===== src/rtl/clock_gen_pkg.sv =====
// Shared constants, types and helpers of the clock generation unit
package clock_gen_pkg;
    localparam int DIV_W = 3;
    localparam int DIV_CNT_W = 7;
    localparam int TRIM_W = 9;
    localparam int COARSE_W = 8;
    localparam int IRC_CNT_W = 14;
    localparam int CLK_PERIOD_NS = 4;
    // Untrimmed internal reference period
    localparam int IRC_NOM_PERIOD_NS = 32000;
    localparam int IRC_BASE_CYCLES = IRC_NOM_PERIOD_NS / CLK_PERIOD_NS;

    localparam logic [1:0] CLKSEL_FLL = 2'h0;
    localparam logic [1:0] CLKSEL_INT = 2'h1;
    localparam logic [1:0] CLKSEL_EXT = 2'h2;
    localparam logic REFSEL_INT = 1'h1;

    // Fixed-frequency validity in external bypass
    localparam logic [DIV_W-1:0] FF_BUS_DIV_MAX = 3'h3;
    localparam logic [DIV_W-1:0] FF_REF_DIV_MARGIN = 3'h2;

    typedef enum logic [2:0] {
        MODE_FLL_INT = 3'h0,
        MODE_FLL_EXT = 3'h1,
        MODE_BYP_INT = 3'h2,
        MODE_BYP_INT_LP = 3'h3,
        MODE_BYP_EXT = 3'h4,
        MODE_BYP_EXT_LP = 3'h5,
        MODE_STOP = 3'h6
    } mode_t;

    // Low-bit mask for a power-of-two divide code
    function automatic logic [DIV_CNT_W-1:0] pow2Mask(
        input logic [DIV_W-1:0] code);
        return 7'h7F >> (3'h7 - code);
    endfunction
endpackage


===== src/rtl/clock_gen_unit.sv =====
// Clock generation unit: source selection, modes, dividers, gated clocks
`timescale 1ns/1ps
module clock_gen_unit #(
    parameter int IRC_BASE = clock_gen_pkg::IRC_BASE_CYCLES
) (
    // Clock and reset
    input wire logic clk_sys,
    input wire logic rstn,
    // Software control fields
    input wire logic [1:0] clkSelect,
    input wire logic refSelect,
    input wire logic [clock_gen_pkg::DIV_W-1:0] refDiv,
    input wire logic [clock_gen_pkg::DIV_W-1:0] busDiv,
    input wire logic lowPowerFllOff,
    input wire logic ircOutEnable,
    input wire logic ircStopEnable,
    input wire logic lockLossIrqEn,
    input wire logic lockLossClear,
    input wire logic trimWrite,
    input wire logic [clock_gen_pkg::TRIM_W-1:0] trimValue,
    input wire logic oscRange,
    // System status
    input wire logic debugModeActive,
    input wire logic stopReq,
    input wire logic [clock_gen_pkg::TRIM_W-1:0] factoryTrim,
    // Analog side
    input wire logic extRefPin,
    input wire logic extOscReady,
    input wire logic dcoTick,
    input wire logic fllLockRaw,
    // Clock outputs
    output logic sysClkTick,
    output logic fixedFreqClk,
    output logic fixedFreqValid,
    output logic ircClk,
    output logic debugLinkClk,
    // Analog control
    output logic fllEnable,
    output logic fllRefTick,
    output logic fllRelock,
    output logic ircRun,
    // Status
    output logic [1:0] clkSelectStatus,
    output logic refSelectStatus,
    output clock_gen_pkg::mode_t mode,
    output logic [clock_gen_pkg::COARSE_W-1:0] coarseTrim,
    output logic fineTrim,
    output logic lockLossFlag,
    output logic lockLossIrq
);
    typedef struct packed {
        clock_gen_pkg::mode_t mode;
        logic [1:0] clk_select_status;
        logic refSt;
        logic extS1;
        logic extS2;
        logic extPrev;
        logic lockS1;
        logic lockS2;
        logic lockPrev;
        logic rdyS1;
        logic rdyS2;
        logic [clock_gen_pkg::TRIM_W-1:0] trim;
        logic trimLoad;
        logic lockLoss;
        logic irq;
        logic sysTick;
        logic ffClk;
        logic ffValid;
        logic ircClk;
        logic dbgClk;
        logic fllEn;
        logic refTick;
        logic relock;
        logic ircRun;
    } state_t;

    state_t st_r;
    state_t st_nxt;
    logic extTick;
    logic ircTick;
    logic extDivTick;
    logic activeTick;
    logic busTick;

    // Tick of a selectable source
    function automatic logic srcTickOf(input logic [1:0] sel,
        input logic dco, input logic irc, input logic ext);
        case (sel)
            clock_gen_pkg::CLKSEL_FLL: return dco;
            clock_gen_pkg::CLKSEL_INT: return irc;
            clock_gen_pkg::CLKSEL_EXT: return ext;
            default: return 1'b0;
        endcase
    endfunction

    // Whether a source may be switched to
    function automatic logic srcAvail(input logic [1:0] sel,
        input logic locked, input logic extRdy);
        case (sel)
            clock_gen_pkg::CLKSEL_FLL: return locked;
            clock_gen_pkg::CLKSEL_INT: return 1'b1;
            clock_gen_pkg::CLKSEL_EXT: return extRdy;
            default: return 1'b0;
        endcase
    endfunction

    // Mode from active selection; low power needs no pending FLL request
    function automatic clock_gen_pkg::mode_t modeOf(input logic stop,
        input logic [1:0] clk_select_status, input logic refSt, input logic lowPw);
        if (stop)
            return clock_gen_pkg::MODE_STOP;
        case (clk_select_status)
            clock_gen_pkg::CLKSEL_FLL:
                return refSt ? clock_gen_pkg::MODE_FLL_INT
                             : clock_gen_pkg::MODE_FLL_EXT;
            clock_gen_pkg::CLKSEL_INT:
                return lowPw ? clock_gen_pkg::MODE_BYP_INT_LP
                             : clock_gen_pkg::MODE_BYP_INT;
            default:
                return lowPw ? clock_gen_pkg::MODE_BYP_EXT_LP
                             : clock_gen_pkg::MODE_BYP_EXT;
        endcase
    endfunction

    // FLL modes always meet the quarter-rate limit; internal bypass never
    function automatic logic ffValidOf(input clock_gen_pkg::mode_t m,
        input logic [2:0] bus_div, input logic [2:0] ref_div, input logic rng);
        case (m)
            clock_gen_pkg::MODE_FLL_INT,
            clock_gen_pkg::MODE_FLL_EXT: return 1'b1;
            clock_gen_pkg::MODE_BYP_EXT,
            clock_gen_pkg::MODE_BYP_EXT_LP:
                return rng && (bus_div <= clock_gen_pkg::FF_BUS_DIV_MAX) &&
                    (ref_div >= bus_div + clock_gen_pkg::FF_REF_DIV_MARGIN);
            default: return 1'b0;
        endcase
    endfunction

    assign extTick = st_r.extS2 & ~st_r.extPrev;
    // Internal ticks feed the output only in internal bypass modes
    assign activeTick = srcTickOf(st_r.clk_select_status, dcoTick, ircTick, extTick);

    irc_osc #(
        .BASE(IRC_BASE)
    ) u_irc (
        .clk_sys(clk_sys),
        .rstn(rstn),
        .run(st_r.ircRun),
        .trim(st_r.trim),
        .tick(ircTick)
    );

    // Lock range of the divided reference is up to software
    pow2_tick_div u_refDiv (
        .clk_sys(clk_sys),
        .rstn(rstn),
        .tickIn(extTick),
        .divCode(refDiv),
        .tickOut(extDivTick)
    );

    pow2_tick_div u_busDiv (
        .clk_sys(clk_sys),
        .rstn(rstn),
        .tickIn(activeTick),
        .divCode(busDiv),
        .tickOut(busTick)
    );

    always_comb
    begin
        st_nxt = st_r;
        st_nxt.extS1 = extRefPin;
        st_nxt.extS2 = st_r.extS1;
        st_nxt.extPrev = st_r.extS2;
        st_nxt.lockS1 = fllLockRaw;
        st_nxt.lockS2 = st_r.lockS1;
        st_nxt.lockPrev = st_r.lockS2;
        st_nxt.rdyS1 = extOscReady;
        st_nxt.rdyS2 = st_r.rdyS1;
        st_nxt.relock = 1'b0;

        // Reference switch completes on a tick of the new reference
        if (refSelect != st_r.refSt)
        begin
            if (refSelect ? ircTick : (extDivTick && st_r.rdyS2))
            begin
                st_nxt.refSt = refSelect;
                st_nxt.relock = (st_r.clk_select_status ==
                    clock_gen_pkg::CLKSEL_FLL);
            end
        end

        // Source switch waits for availability and an edge of it
        if (clkSelect != st_r.clk_select_status &&
            srcAvail(clkSelect, st_r.lockS2, st_r.rdyS2) &&
            srcTickOf(clkSelect, dcoTick, ircTick, extTick))
        begin
            st_nxt.clk_select_status = clkSelect;
        end

        st_nxt.mode = modeOf(stopReq, st_nxt.clk_select_status,
            st_nxt.refSt, lowPowerFllOff && !debugModeActive &&
            clkSelect != clock_gen_pkg::CLKSEL_FLL);

        // FLL runs unless low-power bypass or stop
        st_nxt.fllEn = !(st_nxt.mode == clock_gen_pkg::MODE_BYP_INT_LP ||
            st_nxt.mode == clock_gen_pkg::MODE_BYP_EXT_LP ||
            st_nxt.mode == clock_gen_pkg::MODE_STOP);

        // Always on outside stop, so switching to it costs no start-up
        st_nxt.ircRun = (st_nxt.mode != clock_gen_pkg::MODE_STOP) ||
            (ircOutEnable && ircStopEnable);

        // DCO locks at 512x this reference
        st_nxt.refTick = st_r.refSt ? ircTick : extDivTick;

        st_nxt.sysTick = busTick &&
            st_r.mode != clock_gen_pkg::MODE_STOP;
        if (st_r.refTick && st_r.mode != clock_gen_pkg::MODE_STOP)
            st_nxt.ffClk = ~st_r.ffClk;
        st_nxt.ffValid = ffValidOf(st_nxt.mode, busDiv, refDiv, oscRange);

        if (ircTick && ircOutEnable &&
            (st_r.mode != clock_gen_pkg::MODE_STOP || ircStopEnable))
            st_nxt.ircClk = ~st_r.ircClk;

        // Halved DCO only where the FLL is on and not stopped
        if (dcoTick && (st_r.mode == clock_gen_pkg::MODE_FLL_INT ||
            st_r.mode == clock_gen_pkg::MODE_FLL_EXT ||
            st_r.mode == clock_gen_pkg::MODE_BYP_INT ||
            st_r.mode == clock_gen_pkg::MODE_BYP_EXT))
            st_nxt.dbgClk = ~st_r.dbgClk;

        // Set wins over a simultaneous clear
        st_nxt.lockLoss = (st_r.lockPrev && !st_r.lockS2 && st_r.fllEn &&
            st_r.mode != clock_gen_pkg::MODE_STOP) ||
            (st_r.lockLoss && !lockLossClear);
        st_nxt.irq = st_nxt.lockLoss && lockLossIrqEn;

        // First cycle after reset takes the factory trim
        if (st_r.trimLoad)
        begin
            st_nxt.trim = factoryTrim;
            st_nxt.trimLoad = 1'b0;
        end
        else if (trimWrite)
        begin
            st_nxt.trim = trimValue;
        end
    end

    always_ff @(posedge clk_sys)
    begin
        if (!rstn)
        begin
            st_r <= '0;
            st_r.mode <= clock_gen_pkg::MODE_FLL_INT;
            st_r.refSt <= clock_gen_pkg::REFSEL_INT;
            st_r.trimLoad <= 1'b1;
            st_r.ircRun <= 1'b1;
            st_r.fllEn <= 1'b1;
        end
        else
        begin
            st_r <= st_nxt;
        end
    end

    assign sysClkTick = st_r.sysTick;
    assign fixedFreqClk = st_r.ffClk;
    assign fixedFreqValid = st_r.ffValid;
    assign ircClk = st_r.ircClk;
    assign debugLinkClk = st_r.dbgClk;
    assign fllEnable = st_r.fllEn;
    assign fllRefTick = st_r.refTick;
    assign fllRelock = st_r.relock;
    assign ircRun = st_r.ircRun;
    assign clkSelectStatus = st_r.clk_select_status;
    assign refSelectStatus = st_r.refSt;
    assign mode = st_r.mode;
    assign coarseTrim = st_r.trim[clock_gen_pkg::TRIM_W-1:1];
    assign fineTrim = st_r.trim[0];
    assign lockLossFlag = st_r.lockLoss;
    assign lockLossIrq = st_r.irq;
endmodule // clock_gen_unit


===== src/rtl/irc_osc.sv =====
// Trimmable internal reference oscillator model
`timescale 1ns/1ps
module irc_osc #(
    parameter int BASE = clock_gen_pkg::IRC_BASE_CYCLES
) (
    // Clock and reset
    input wire logic clk_sys,
    input wire logic rstn,
    // Control
    input wire logic run,
    input wire logic [clock_gen_pkg::TRIM_W-1:0] trim,
    // Reference tick
    output logic tick
);
    localparam int CW = clock_gen_pkg::IRC_CNT_W;

    typedef struct packed {
        logic [CW-1:0] cnt;
        logic tick;
    } irc_state_t;

    irc_state_t st_r;
    irc_state_t st_nxt;
    logic [CW-1:0] period;

    // Larger trim gives a longer period
    assign period = CW'(BASE) + CW'(trim);

    always_comb
    begin
        st_nxt = st_r;
        st_nxt.tick = 1'b0;
        if (!run)
        begin
            st_nxt.cnt = '0;
        end
        else if (st_r.cnt >= period - CW'(1))
        begin
            st_nxt.cnt = '0;
            st_nxt.tick = 1'b1;
        end
        else
        begin
            st_nxt.cnt = st_r.cnt + CW'(1);
        end
    end

    always_ff @(posedge clk_sys)
    begin
        if (!rstn)
            st_r <= '0;
        else
            st_r <= st_nxt;
    end

    assign tick = st_r.tick;
endmodule // irc_osc


===== src/rtl/pow2_tick_div.sv =====
// Power-of-two divider on a tick stream
`timescale 1ns/1ps
module pow2_tick_div #(
    parameter int W = clock_gen_pkg::DIV_W,
    parameter int CW = clock_gen_pkg::DIV_CNT_W
) (
    // Clock and reset
    input wire logic clk_sys,
    input wire logic rstn,
    // Ticks in and divide code
    input wire logic tickIn,
    input wire logic [W-1:0] divCode,
    // Divided tick
    output logic tickOut
);
    typedef struct packed {
        logic [CW-1:0] cnt;
        logic tickOut;
    } div_state_t;

    div_state_t st_r;
    div_state_t st_nxt;
    logic [CW-1:0] mask;

    // Mask taken live, so a new code acts at once
    assign mask = clock_gen_pkg::pow2Mask(divCode);

    always_comb
    begin
        st_nxt = st_r;
        st_nxt.tickOut = 1'b0;
        if (tickIn)
        begin
            st_nxt.cnt = st_r.cnt + CW'(1);
            st_nxt.tickOut = ((st_r.cnt & mask) == mask);
        end
    end

    always_ff @(posedge clk_sys)
    begin
        if (!rstn)
            st_r <= '0;
        else
            st_r <= st_nxt;
    end

    assign tickOut = st_r.tickOut;
endmodule // pow2_tick_div


===== config.mk =====
export PLATFORM = sky130hd
export DESIGN_NAME = clock_gen_unit
export DESIGN_NICKNAME = d
export VERILOG_FILES = /design/src/rtl/clock_gen_pkg.sv /design/src/rtl/clock_gen_unit.sv /design/src/rtl/irc_osc.sv /design/src/rtl/pow2_tick_div.sv
export SDC_FILE = /design/constraint.sdc
export NUM_CORES = 1
export LEC_CHECK = 0
export ABC_AREA = 1
export CELL_PAD_IN_SITES_DETAIL_PLACEMENT = 0
export CELL_PAD_IN_SITES_GLOBAL_PLACEMENT = 2
export CORE_ASPECT_RATIO = 1.5
export CORE_MARGIN = 2
export CORE_UTILIZATION = 35
export CTS_CLUSTER_DIAMETER = 120
export DETAILED_ROUTE_END_ITERATION = 8
export DONT_BUFFER_PORTS = 1
export GPL_TIMING_DRIVEN = 0
export PLACE_DENSITY = 0.77
export SYNTH_ARGS = -nofsm -noshare
export SYNTH_HDL_FRONTEND = slang
export SYNTH_SLANG_ARGS = --single-unit

===== constraint.sdc =====
create_clock -name clk_sys -period 2.9 [get_ports clk_sys]
set_input_delay 0 -clock clk_sys [delete_from_list [all_inputs] [get_ports clk_sys]]
set_output_delay 0 -clock clk_sys [all_outputs]
set_load 0.01 [all_outputs]

== Yosys cells after proc, flatten, opt, wreduce, memory -nomap -nowiden ==
Cells that the tools add are included.
Operators by class
  order comparisons: 3
  muxes and demuxes: 25
  add/subtract/negate cells: 8
  bitwise logic cells: 9
  reductions and logical operators: 44
  shift-type cells: 2
  equality and inequality tests: 19
Operator list (number)
  $logic_and A1 B1 Y1: 18
  $mux W9: 2
  $add A13 B9 Y14 const A: 1
  $add A14 B1 Y14 const B: 1
  $add A7 B1 Y7 const B: 2
  $and A7 B7 Y7: 2
  $eq A7 B7 Y1: 2
  $ge A14 B14 Y1: 1
  $mux W1: 14
  $shr A7 B3 Y7 const A: 2
  $sub A14 B1 Y14 const B: 1
  $eq A3 B3 Y1 const B: 4
  $mux W12: 1
  $pmux W1 S3: 3
  $logic_or A1 B1 Y1: 8
  $eq A2 B1 Y1 const B: 3
  $eq A3 B1 Y1 const B: 2
  $eq A3 B2 Y1 const B: 2
  $logic_not A2 Y1: 3
  $logic_not A3 Y1: 2
  $mux W3: 2
  $ne A3 B3 Y1 const B: 2
  $not A1 Y1: 6
  $pmux W3 S2: 1
  other kinds (16): 25
Storage, ports and cells
  output and inout port bits: 26
  logic and storage cells: 140
  register bits after elaboration: 66
  input port bits: 42

== Depth between registers and ports, before layout ==
Gate-level depths: netlist of run 1.
  depth after elaboration: 13
  depth in mapped cells: 15
  depth with buffers taken out: 15

== Modules after synthesis ==
Synthesis of run 1 repeated with hierarchy kept, for this count alone.
Unflattened totals
  cells, all modules: 511
  area, all modules: 3608.5 µm²
Modules (own cells, without submodules)
  clock_gen_unit: sequential area each 700.7 µm², times used 1, cells an instance 228, area each 1636.6 µm²
  irc_osc: sequential area each 300.3 µm², times used 1, cells an instance 171, area each 1221.2 µm²
  pow2_tick_div: sequential area each 160.2 µm², times used 2, cells an instance 56, area each 375.4 µm²

== Least setup slack after synthesis of run 1 ==
No wires, ideal clock.
  path kind: reg2reg
  start point: register st_r (netlist bit fineTrim)
  end point: register u_irc.st_r[13] (netlist bit)
  cell stages (with the launch flop): 16
  arrival time: 2.175 ns
  path slack: 0.661 ns
  data required time: 2.836 ns
  buffers on the path: 1
  library setup time: 0.064 ns
  path through: dfxtp_1 > inv_1 > nand2_1 > nor3_1 > nand2_1 > a21oi_1 > inv_1 > ha_1 > nand2_1 > inv_1 > nor2_1 > o21ai_0 > a21oi_1 > nand4_2 > buf_2 > nor2_1
Between the ends
  longest elaborated chain between the ends: 4
Ends and longest elaborated chain
  start, declared: line clock_gen_unit.sv:78  | state_t st_r;
  start signal, assigned: line clock_gen_unit.sv:267  | st_r <= st_nxt;
  $add A13 B9 Y14: line irc_osc.sv:27  | assign period = CW'(BASE) + CW'(trim);
  $sub A14 B1 Y14: line irc_osc.sv:37  | else if (st_r.cnt >= period - CW'(1))
  $ge A14 B14 Y1: line irc_osc.sv:37
  $reduce_or A3 Y1 (no line)
  end signal, assigned: line irc_osc.sv:53  | st_r <= st_nxt;
  end, declared: line irc_osc.sv:22  | irc_state_t st_r;
Every way passes these cells.
A chain may end at the register's enable or synchronous reset.

== Worst setup path after layout of run 1 ==
  start point: register st_r (netlist bit fineTrim)
  end point: register u_irc.st_r[14] (netlist bit)
Same word-level chain as after synthesis.

==> reports/qor.yml, run 1 <==
diodes: 0
synth_top_family_by_area: "simple AND/OR/NAND/NOR gates"
synth_cells: 485
finalSetupViolations: 0
rows: 44
grt_max_degree: 12
r2r-start: "fineTrim$_SDFFE_PN0P_"
grt_pass1_wl_um: 15100
vias: 3142
end_kind: "flip-flop"
synthArstFlopShare_pct: 0
drt_drc_violations_left: 0
finalClockSkew_ns: 0.00673
synth-simple-area-share_pct: 25.8
ys_seq_elements: 66
synth-compound-area-share_pct: 10.6
ys_warn_count: 0
final_antenna_net_count: 0
cellPowerDensity_nw_per_um2: 588
ff_latch_area_sq_um: 1320
nets: 603
tightest_slew_ns: 0.660
layout_commonest_cell: "nand2_1"
ir_worst_vdd_uv: 288
worstReg2RegEnd: "u_irc.st_r[14]$_SDFF_PP0_"
tritoncts: "yes"
drtIter0Drc: 115
synth_area_sq_um: 3500
worst-path-buf-inv: 4
timing.final.crit_share_pct: 89.2
area.growth.synth_to_final_pct: 26.6
cp_cell_sequence: "inv_1 > nand2_1 > nor3_2 > nand2_1 > a21oi_2 > inv_1 > ha_1 > nand2_1 > inv_1 > nor2_1 > o21ai_0 > a21oi_1 > nand4_2 > buf_2 > nor2_1"
antenna_found_initial: 0
hp-class: "input pin to flip-flop"
chipHeight_um: 126
cts_max_level: 3
gp_congestion: 0.771
path_delay_family: "simple AND/OR/NAND/NOR gates"
hpwl_um: 6920
syn_nets: 551
synth_edf_count: 0
synth_area_per_cell_sq_um: 7.21
start_util_pct: 36.1
start_kind: "flip-flop"
hold_viol: 0
vias_per_cell: 4.78
dr.pass1.iters: 4
gr-usage-all-layers_pct: 18.1
nFillCells: 1022
hold_depth: 5
port_buffers: 0
drv_cap: 0
status: "complete, no violations"
ys.flop_type: "dfxtp_1"
clock_latency_ns: 0.33
cts_buffers: 9
coreArea_sq_um: 9690
route.final.wire_length_um: 9040
root_buffer: "clkbuf_16"
synth_xor_area_share_pct: 4.76
final_util_pct: 45.7
yosys.cell_types.count: 34
worstHoldStart: "busDiv[2]"
die_x_um: 85.6
cts_sinks: 66
dieArea_sq_um: 10800
cpMaxStageDelayCell: "dfxtp_1"
critPathArrivalTime_ns: 2.85
whs_endpoint: "fixedFreqValid$_SDFF_PN0_"
fmax_ghz: 0.387
drive_above_1_share_pct: 7.75
rsz0062_at_grt: "no"
grt_pass1_vias: 3154
worstRegToRegCells: 15
avgRoutedWirePerCell_um: 13.8
multi_input_area_sq_um: 1750
final-max-slew-violation-count: 0
muxShareOfSynthArea_pct: 0
overflow: 0
layout_min_cycle_time_ns: 2.59
crit_required_ns: 3.16
p_leak_nw: 2.06
clk_pin_slew_worst_paths_ns: 0.05
clockBufferDepth: 2
synth.yosys.seq_area_share_pct: 37.8
pin_count: 68
slew_headroom_pct: 55.9
reg2reg_setup_slack_ns: 0.31
critPathKind: "flip-flop to flip-flop"
synthAdderAreaFrac_pct: 8.59
setup_tns_ns: 0
cpPeakStageDelay_ns: 0.34
layout_common_cells: "nand2_1 (101), inv_1 (81), dfxtp_1 (66), nor2_1 (57), dlygate4sd3_1 (41)"
cp_max_fo: 10
==> cells by family (layout without fill, tap and decap cells) <==
| group | count (synthesis) | after routing |
|---|---|---|
| and+or+nand+nor | 207 | 207 |
| buffers and inverters | 103 | 160 |
| AOI/OAI and AO/OA | 66 | 66 |
| DFF | 66 | 66 |
| adders and majority gates | 24 | 24 |
| xor gates and xnor gates | 19 | 19 |
==> synth_stat cells, drive strengths merged, types with 8 or more instances <==
library cell	n	area, sq um
nand2	101	379
inv	83	312
dfxtp	66	1320
nor2	60	238
a21oi	30	150
ha	24	300
o21ai	21	105
nand3	18	105
buf	17	115
nor3	12	71.3
xor2	11	96.3
nand4	9	62.6
o211ai	9	67.6
xnor2	8	70.1
==> stage by stage <==
| stage | instance area (sq um) | std cells | power [mW] | setup slack [ns] | hold WS [ns] |
|---|---|---|---|---|---|
| after detailed placement | 3640 | 600 | 1.23 | 0.112 | 0.103 |
| after floorplan | 3500 | 485 | 1.17 | 0.661 | 0.0976 |
| after global routing | 4430 | 657 | 2.73 | 0.0219 | 0.0140 |
| after CTS | 4420 | 657 | 2.63 | 0.0869 | 0.00187 |
| after global placement | 3640 | 600 | 1.23 | 0.136 | 0.0993 |
| final | 4430 | 657 | 2.60 | 0.313 | 0.00337 |
==> power breakdown <==
part           total, mW  switching, mW  internal, mW
sequential         0.974         0.0336         0.940
combinational      0.291          0.159         0.132
clock               1.34          0.392         0.949
total               2.60          0.584          2.02
==> registers in the layout, indices dropped and copies added (netlist names), 2 cells and up <==
register / flops
clkSelectStatus: 2
st_r: 4
u_refDiv.st_r: 7
u_busDiv.st_r: 7
u_irc.st_r: 14
mode: 3
st_nxt: 5
coarseTrim: 8
==> per-layer routing <==
layer	vias up	global-route usage (%)	wire, um
met1	1441	18.4	3510
li1	1640	-	-
met4	0	6.72	154
met3	12	4.62	346
met2	49	34.5	5030
met5	-	0	0
==> final cells by class <==
cell class,instances,share of cell area [%]
Inverter,83,7.04
Buffer,20,2.85
Multi-Input combinational cell,316,39.4
Clock inverter,5,2.83
Sequential cell,66,29.8
Timing Repair Buffer,41,9.27
Tap cell,115,3.25
Clock buffer,11,5.48
==> what timing repair did <==
item,4_1_cts,5_1_grt
buffers inserted,0,0
hold buffers,41,0
resized for setup,0,2
setup endpoints to repair,0,10
hold endpoints to repair,28,0
==> worst register-to-register path: stages, from the launching register on <==
cell and delay [ns]:
dfxtp_1 0.34, inv_1 0.15, nand2_1 0.12, nor3_2 0.19
nand2_1 0.14, a21oi_2 0.22, inv_1 0.06, ha_1 0.29
nand2_1 0.06, inv_1 0.03, nor2_1 0.08, o21ai_0 0.09
a21oi_1 0.20, nand4_2 0.21, buf_2 0.24, nor2_1 0.10
==> how the worst max path moves through the flow <==
stage / from / endpoint / slack (ns) / depth (start not counted)
after floorplan: fineTrim$_SDFFE_PN0P_ / u_irc.st_r[13]$_SDFF_PP0_ / 0.66 / 15
after global placement: fineTrim$_SDFFE_PN0P_ / u_irc.st_r[1]$_SDFF_PP0_ / 0.14 / 15
after detailed placement: fineTrim$_SDFFE_PN0P_ / u_irc.st_r[1]$_SDFF_PP0_ / 0.11 / 15
after CTS: fineTrim$_SDFFE_PN0P_ / u_irc.st_r[14]$_SDFF_PP0_ / 0.09 / 15
after global routing: fineTrim$_SDFFE_PN0P_ / u_irc.st_r[2]$_SDFF_PP0_ / 0.02 / 15
final: fineTrim$_SDFFE_PN0P_ / u_irc.st_r[14]$_SDFF_PP0_ / 0.31 / 15
(Power assumes the default switching activity.)
==> inputs of run 2 (changes only) <==
--- a/config.mk
+++ b/config.mk
@@ -10,12 +10,13 @@
 export CELL_PAD_IN_SITES_GLOBAL_PLACEMENT = 2
 export CORE_ASPECT_RATIO = 1.5
 export CORE_MARGIN = 2
-export CORE_UTILIZATION = 35
+export CORE_UTILIZATION = 32
 export CTS_CLUSTER_DIAMETER = 120
 export DETAILED_ROUTE_END_ITERATION = 8
 export DONT_BUFFER_PORTS = 1
 export GPL_TIMING_DRIVEN = 0
-export PLACE_DENSITY = 0.77
+export PLACE_DENSITY = 0.74
+export REMOVE_ABC_BUFFERS = 1
 export SYNTH_ARGS = -nofsm -noshare
 export SYNTH_HDL_FRONTEND = slang
 export SYNTH_SLANG_ARGS = --single-unit
==> constraint.sdc (replaced) <==
create_clock -name clk_sys -period 2.2 [get_ports clk_sys]
set_input_delay 0 -clock clk_sys [delete_from_list [all_inputs] [get_ports clk_sys]]
set_output_delay 0 -clock clk_sys [all_outputs]
set_load 0.01 [all_outputs]
==> reports/qor.yml, run 2 (synthesized netlist as in run 1, its figures left out) <==
status: "complete, but fails checks"
violations: "hold timing, setup timing"
slew_headroom_pct: 57.4
grt_max_degree: 37
chipHeight_um: 132
drv_cap: 0
start_kind: "flip-flop"
nFillCells: 1136
seq_power_share_pct: 41.8
timing.final.crit_share_pct: 102
power_mw: 3.11
grt_pass1_vias: 3187
dieArea_sq_um: 11800
coreArea_sq_um: 10600
cpMaxStageDelayCell: "dfxtp_4"
gp_congestion: 0.761
fmax_ghz: 0.444
tightest_slew_ns: 0.636
end_kind: "flip-flop"
hp-class: "input pin to flip-flop"
layout_min_cycle_time_ns: 2.25
crit_required_ns: 2.47
p_clk_share_pct: 44.6
final-max-slew-violation-count: 0
clk_pin_slew_worst_paths_ns: 0.05
dr.pass1.iters: 4
finalClockSkew_ns: 0.00461
cp_cell_sequence: "nor2_4 > nand2_2 > nor3_2 > nand2_1 > a21oi_2 > buf_4 > ha_1 > a21oi_2 > o21ai_1 > a21oi_2 > nand4_4 > clkbuf_16 > nor2_2"
tritoncts: "yes"
cts_max_level: 3
p_leak_nw: 2.05
vias: 3134
finalSetupViolations: 14
cts_buffers: 9
rows: 46
avgRoutedWirePerCell_um: 13.2
cellPowerDensity_nw_per_um2: 666
worst_path_most_repeated_cell: "a21oi_2"
hpwl_um: 6270
overflow: 0
cts_sinks: 66
cp_max_fo: 7
die_x_um: 89.4
clock_latency_ns: 0.33
drtIter0Drc: 141
final_util_pct: 44.2
pin_count: 68
final_antenna_net_count: 0
layout_common_cells: "nand2_1 (97), inv_1 (75), dfxtp_1 (62), dlygate4sd3_1 (47), nor2_1 (42)"
largest_register_ffs: 14
grt_pass1_wl_um: 14800
worst-path-buf-inv: 2
clockBufferDepth: 2
route.final.wire_length_um: 8990
path_delay_family: "simple AND/OR/NAND/NOR gates"
hold_viol: 1
intPower_mw: 2.34
setup_slack_ns: -0.0533
p_comb_share_pct: 13.6
gr-usage-all-layers_pct: 16.2
swShare_pct: 24.7
nets: 600
layout_commonest_cell: "nand2_1"
drive_above_1_share_pct: 15.4
critPathArrivalTime_ns: 2.53
cpPeakStageDelay_ns: 0.38
rsz0062_at_grt: "yes"
area.growth.synth_to_final_pct: 33.7
port_buffers: 0
critPathKind: "flip-flop to flip-flop"
antenna_found_initial: 0
timing.hold.ws_ns: -0.00256
regMostFlops: "u_irc.st_r"
p_sw_uw: 770
start_util_pct: 33.0
diodes: 0
drt_drc_violations_left: 0
vias_per_cell: 4.60
root_buffer: "clkbuf_16"
ir_worst_vdd_uv: 353
## run 2: cell types whose count changed in the layout (fill, tap and decap cells not counted), moves of 5 or more
cell           before  now
dlygate4sd3_1      41   47
buf_4              13    7
nor2_2              2    8
a21oi_1            29   24
a21oi_2             1    6
nor2_1             57   42
inv_1              81   75
nor2_4              1   10
inv_2               2    7
## run 2: through the flow
stage / cells / hold slack, ns / worst slack (ns) / setup TNS [ns] / area (sq um)
2_1_floorplan: 465 / 0.0688 / -0.0493 / -0.572 / 3370
3_3_place_gp: 609 / 0.0810 / -0.545 / -7.76 / 3550
3_5_place_dp: 609 / 0.0837 / -0.592 / -8.20 / 3550
4_1_cts: 681 / 0.00750 / -0.104 / -1.47 / 4510
5_1_grt: 682 / 0.0362 / -0.188 / -2.63 / 4680
6_report: 682 / -0.00256 / -0.0533 / -0.591 / 4680
## run 2: area by class of cell
cell class	count	area (sq um)	share of cell area (%)
Clock buffer	12	246	5.27
Clock inverter	3	40.0	0.856
Inverter	83	314	6.71
Multi-Input combinational cell	316	1970	42.1
Sequential cell	66	1330	28.4
Tap cell	144	180	3.85
Timing Repair Buffer	58	599	12.8
## run 2: worst paths after layout
| path | start | to | slack, ns | cells past startpoint |
|---|---|---|---|---|
| max | coarseTrim[1]$_SDFFE_PN0P_ | u_irc.st_r[13]$_SDFF_PP0_ | -0.05 | 13 |
| min | busDiv[2] | fixedFreqValid$_SDFF_PN0_ | -0.003 | 5 |
| max reg2reg | coarseTrim[1]$_SDFFE_PN0P_ | u_irc.st_r[13]$_SDFF_PP0_ | -0.05 | 13 |
| min reg2reg | st_nxt[21]$_SDFF_PN0_ | st_r[21]$_SDFF_PN0_ | 0.41 | 2 |
## run 2: worst reg2reg max path: cells and delay by family, from the launching register on
kind | cells | cell delay [ns]
AO/OA/AOI/OAI | 4 | 0.57
flip-flops | 1 | 0.38
AND/OR/NAND/NOR | 6 | 0.66
buffers and inverters | 2 | 0.34
adder cells (fa/ha/maj) | 1 | 0.25
## run 2: power groups by stage
stage / Clock [mW] / Sequential (mW) / Combinational, mW
global placement: 0 / 1.32 / 0.255
global route: 1.47 / 1.31 / 0.484
finish: 1.39 / 1.30 / 0.423
floorplan: 0 / 1.31 / 0.208
detailed placement: 0 / 1.32 / 0.258
CTS: 1.43 / 1.30 / 0.391
## run 2: repair_timing
| item | CTS | global route |
|---|---|---|
| setup buffers | 7 | 3 |
| gates cloned | 1 | 0 |
| pin swaps | 9 | 24 |
| gates resized for setup | 23 | 44 |
| setup endpoints to repair | 15 | 16 |
| hold buffers | 49 | 0 |
| hold endpoints to repair | 47 | 0 |
## run 2: routing by layer
metal	track usage [%]	wire length (um)	share of wire [%]	vias to the layer above
li1	-	-	-	1634
met1	17.0	3500	39	1437
met2	28.5	4810	53	42
met3	4.88	418	4.6	21
met4	7.55	263	2.9	0
met5	0	0	0	-
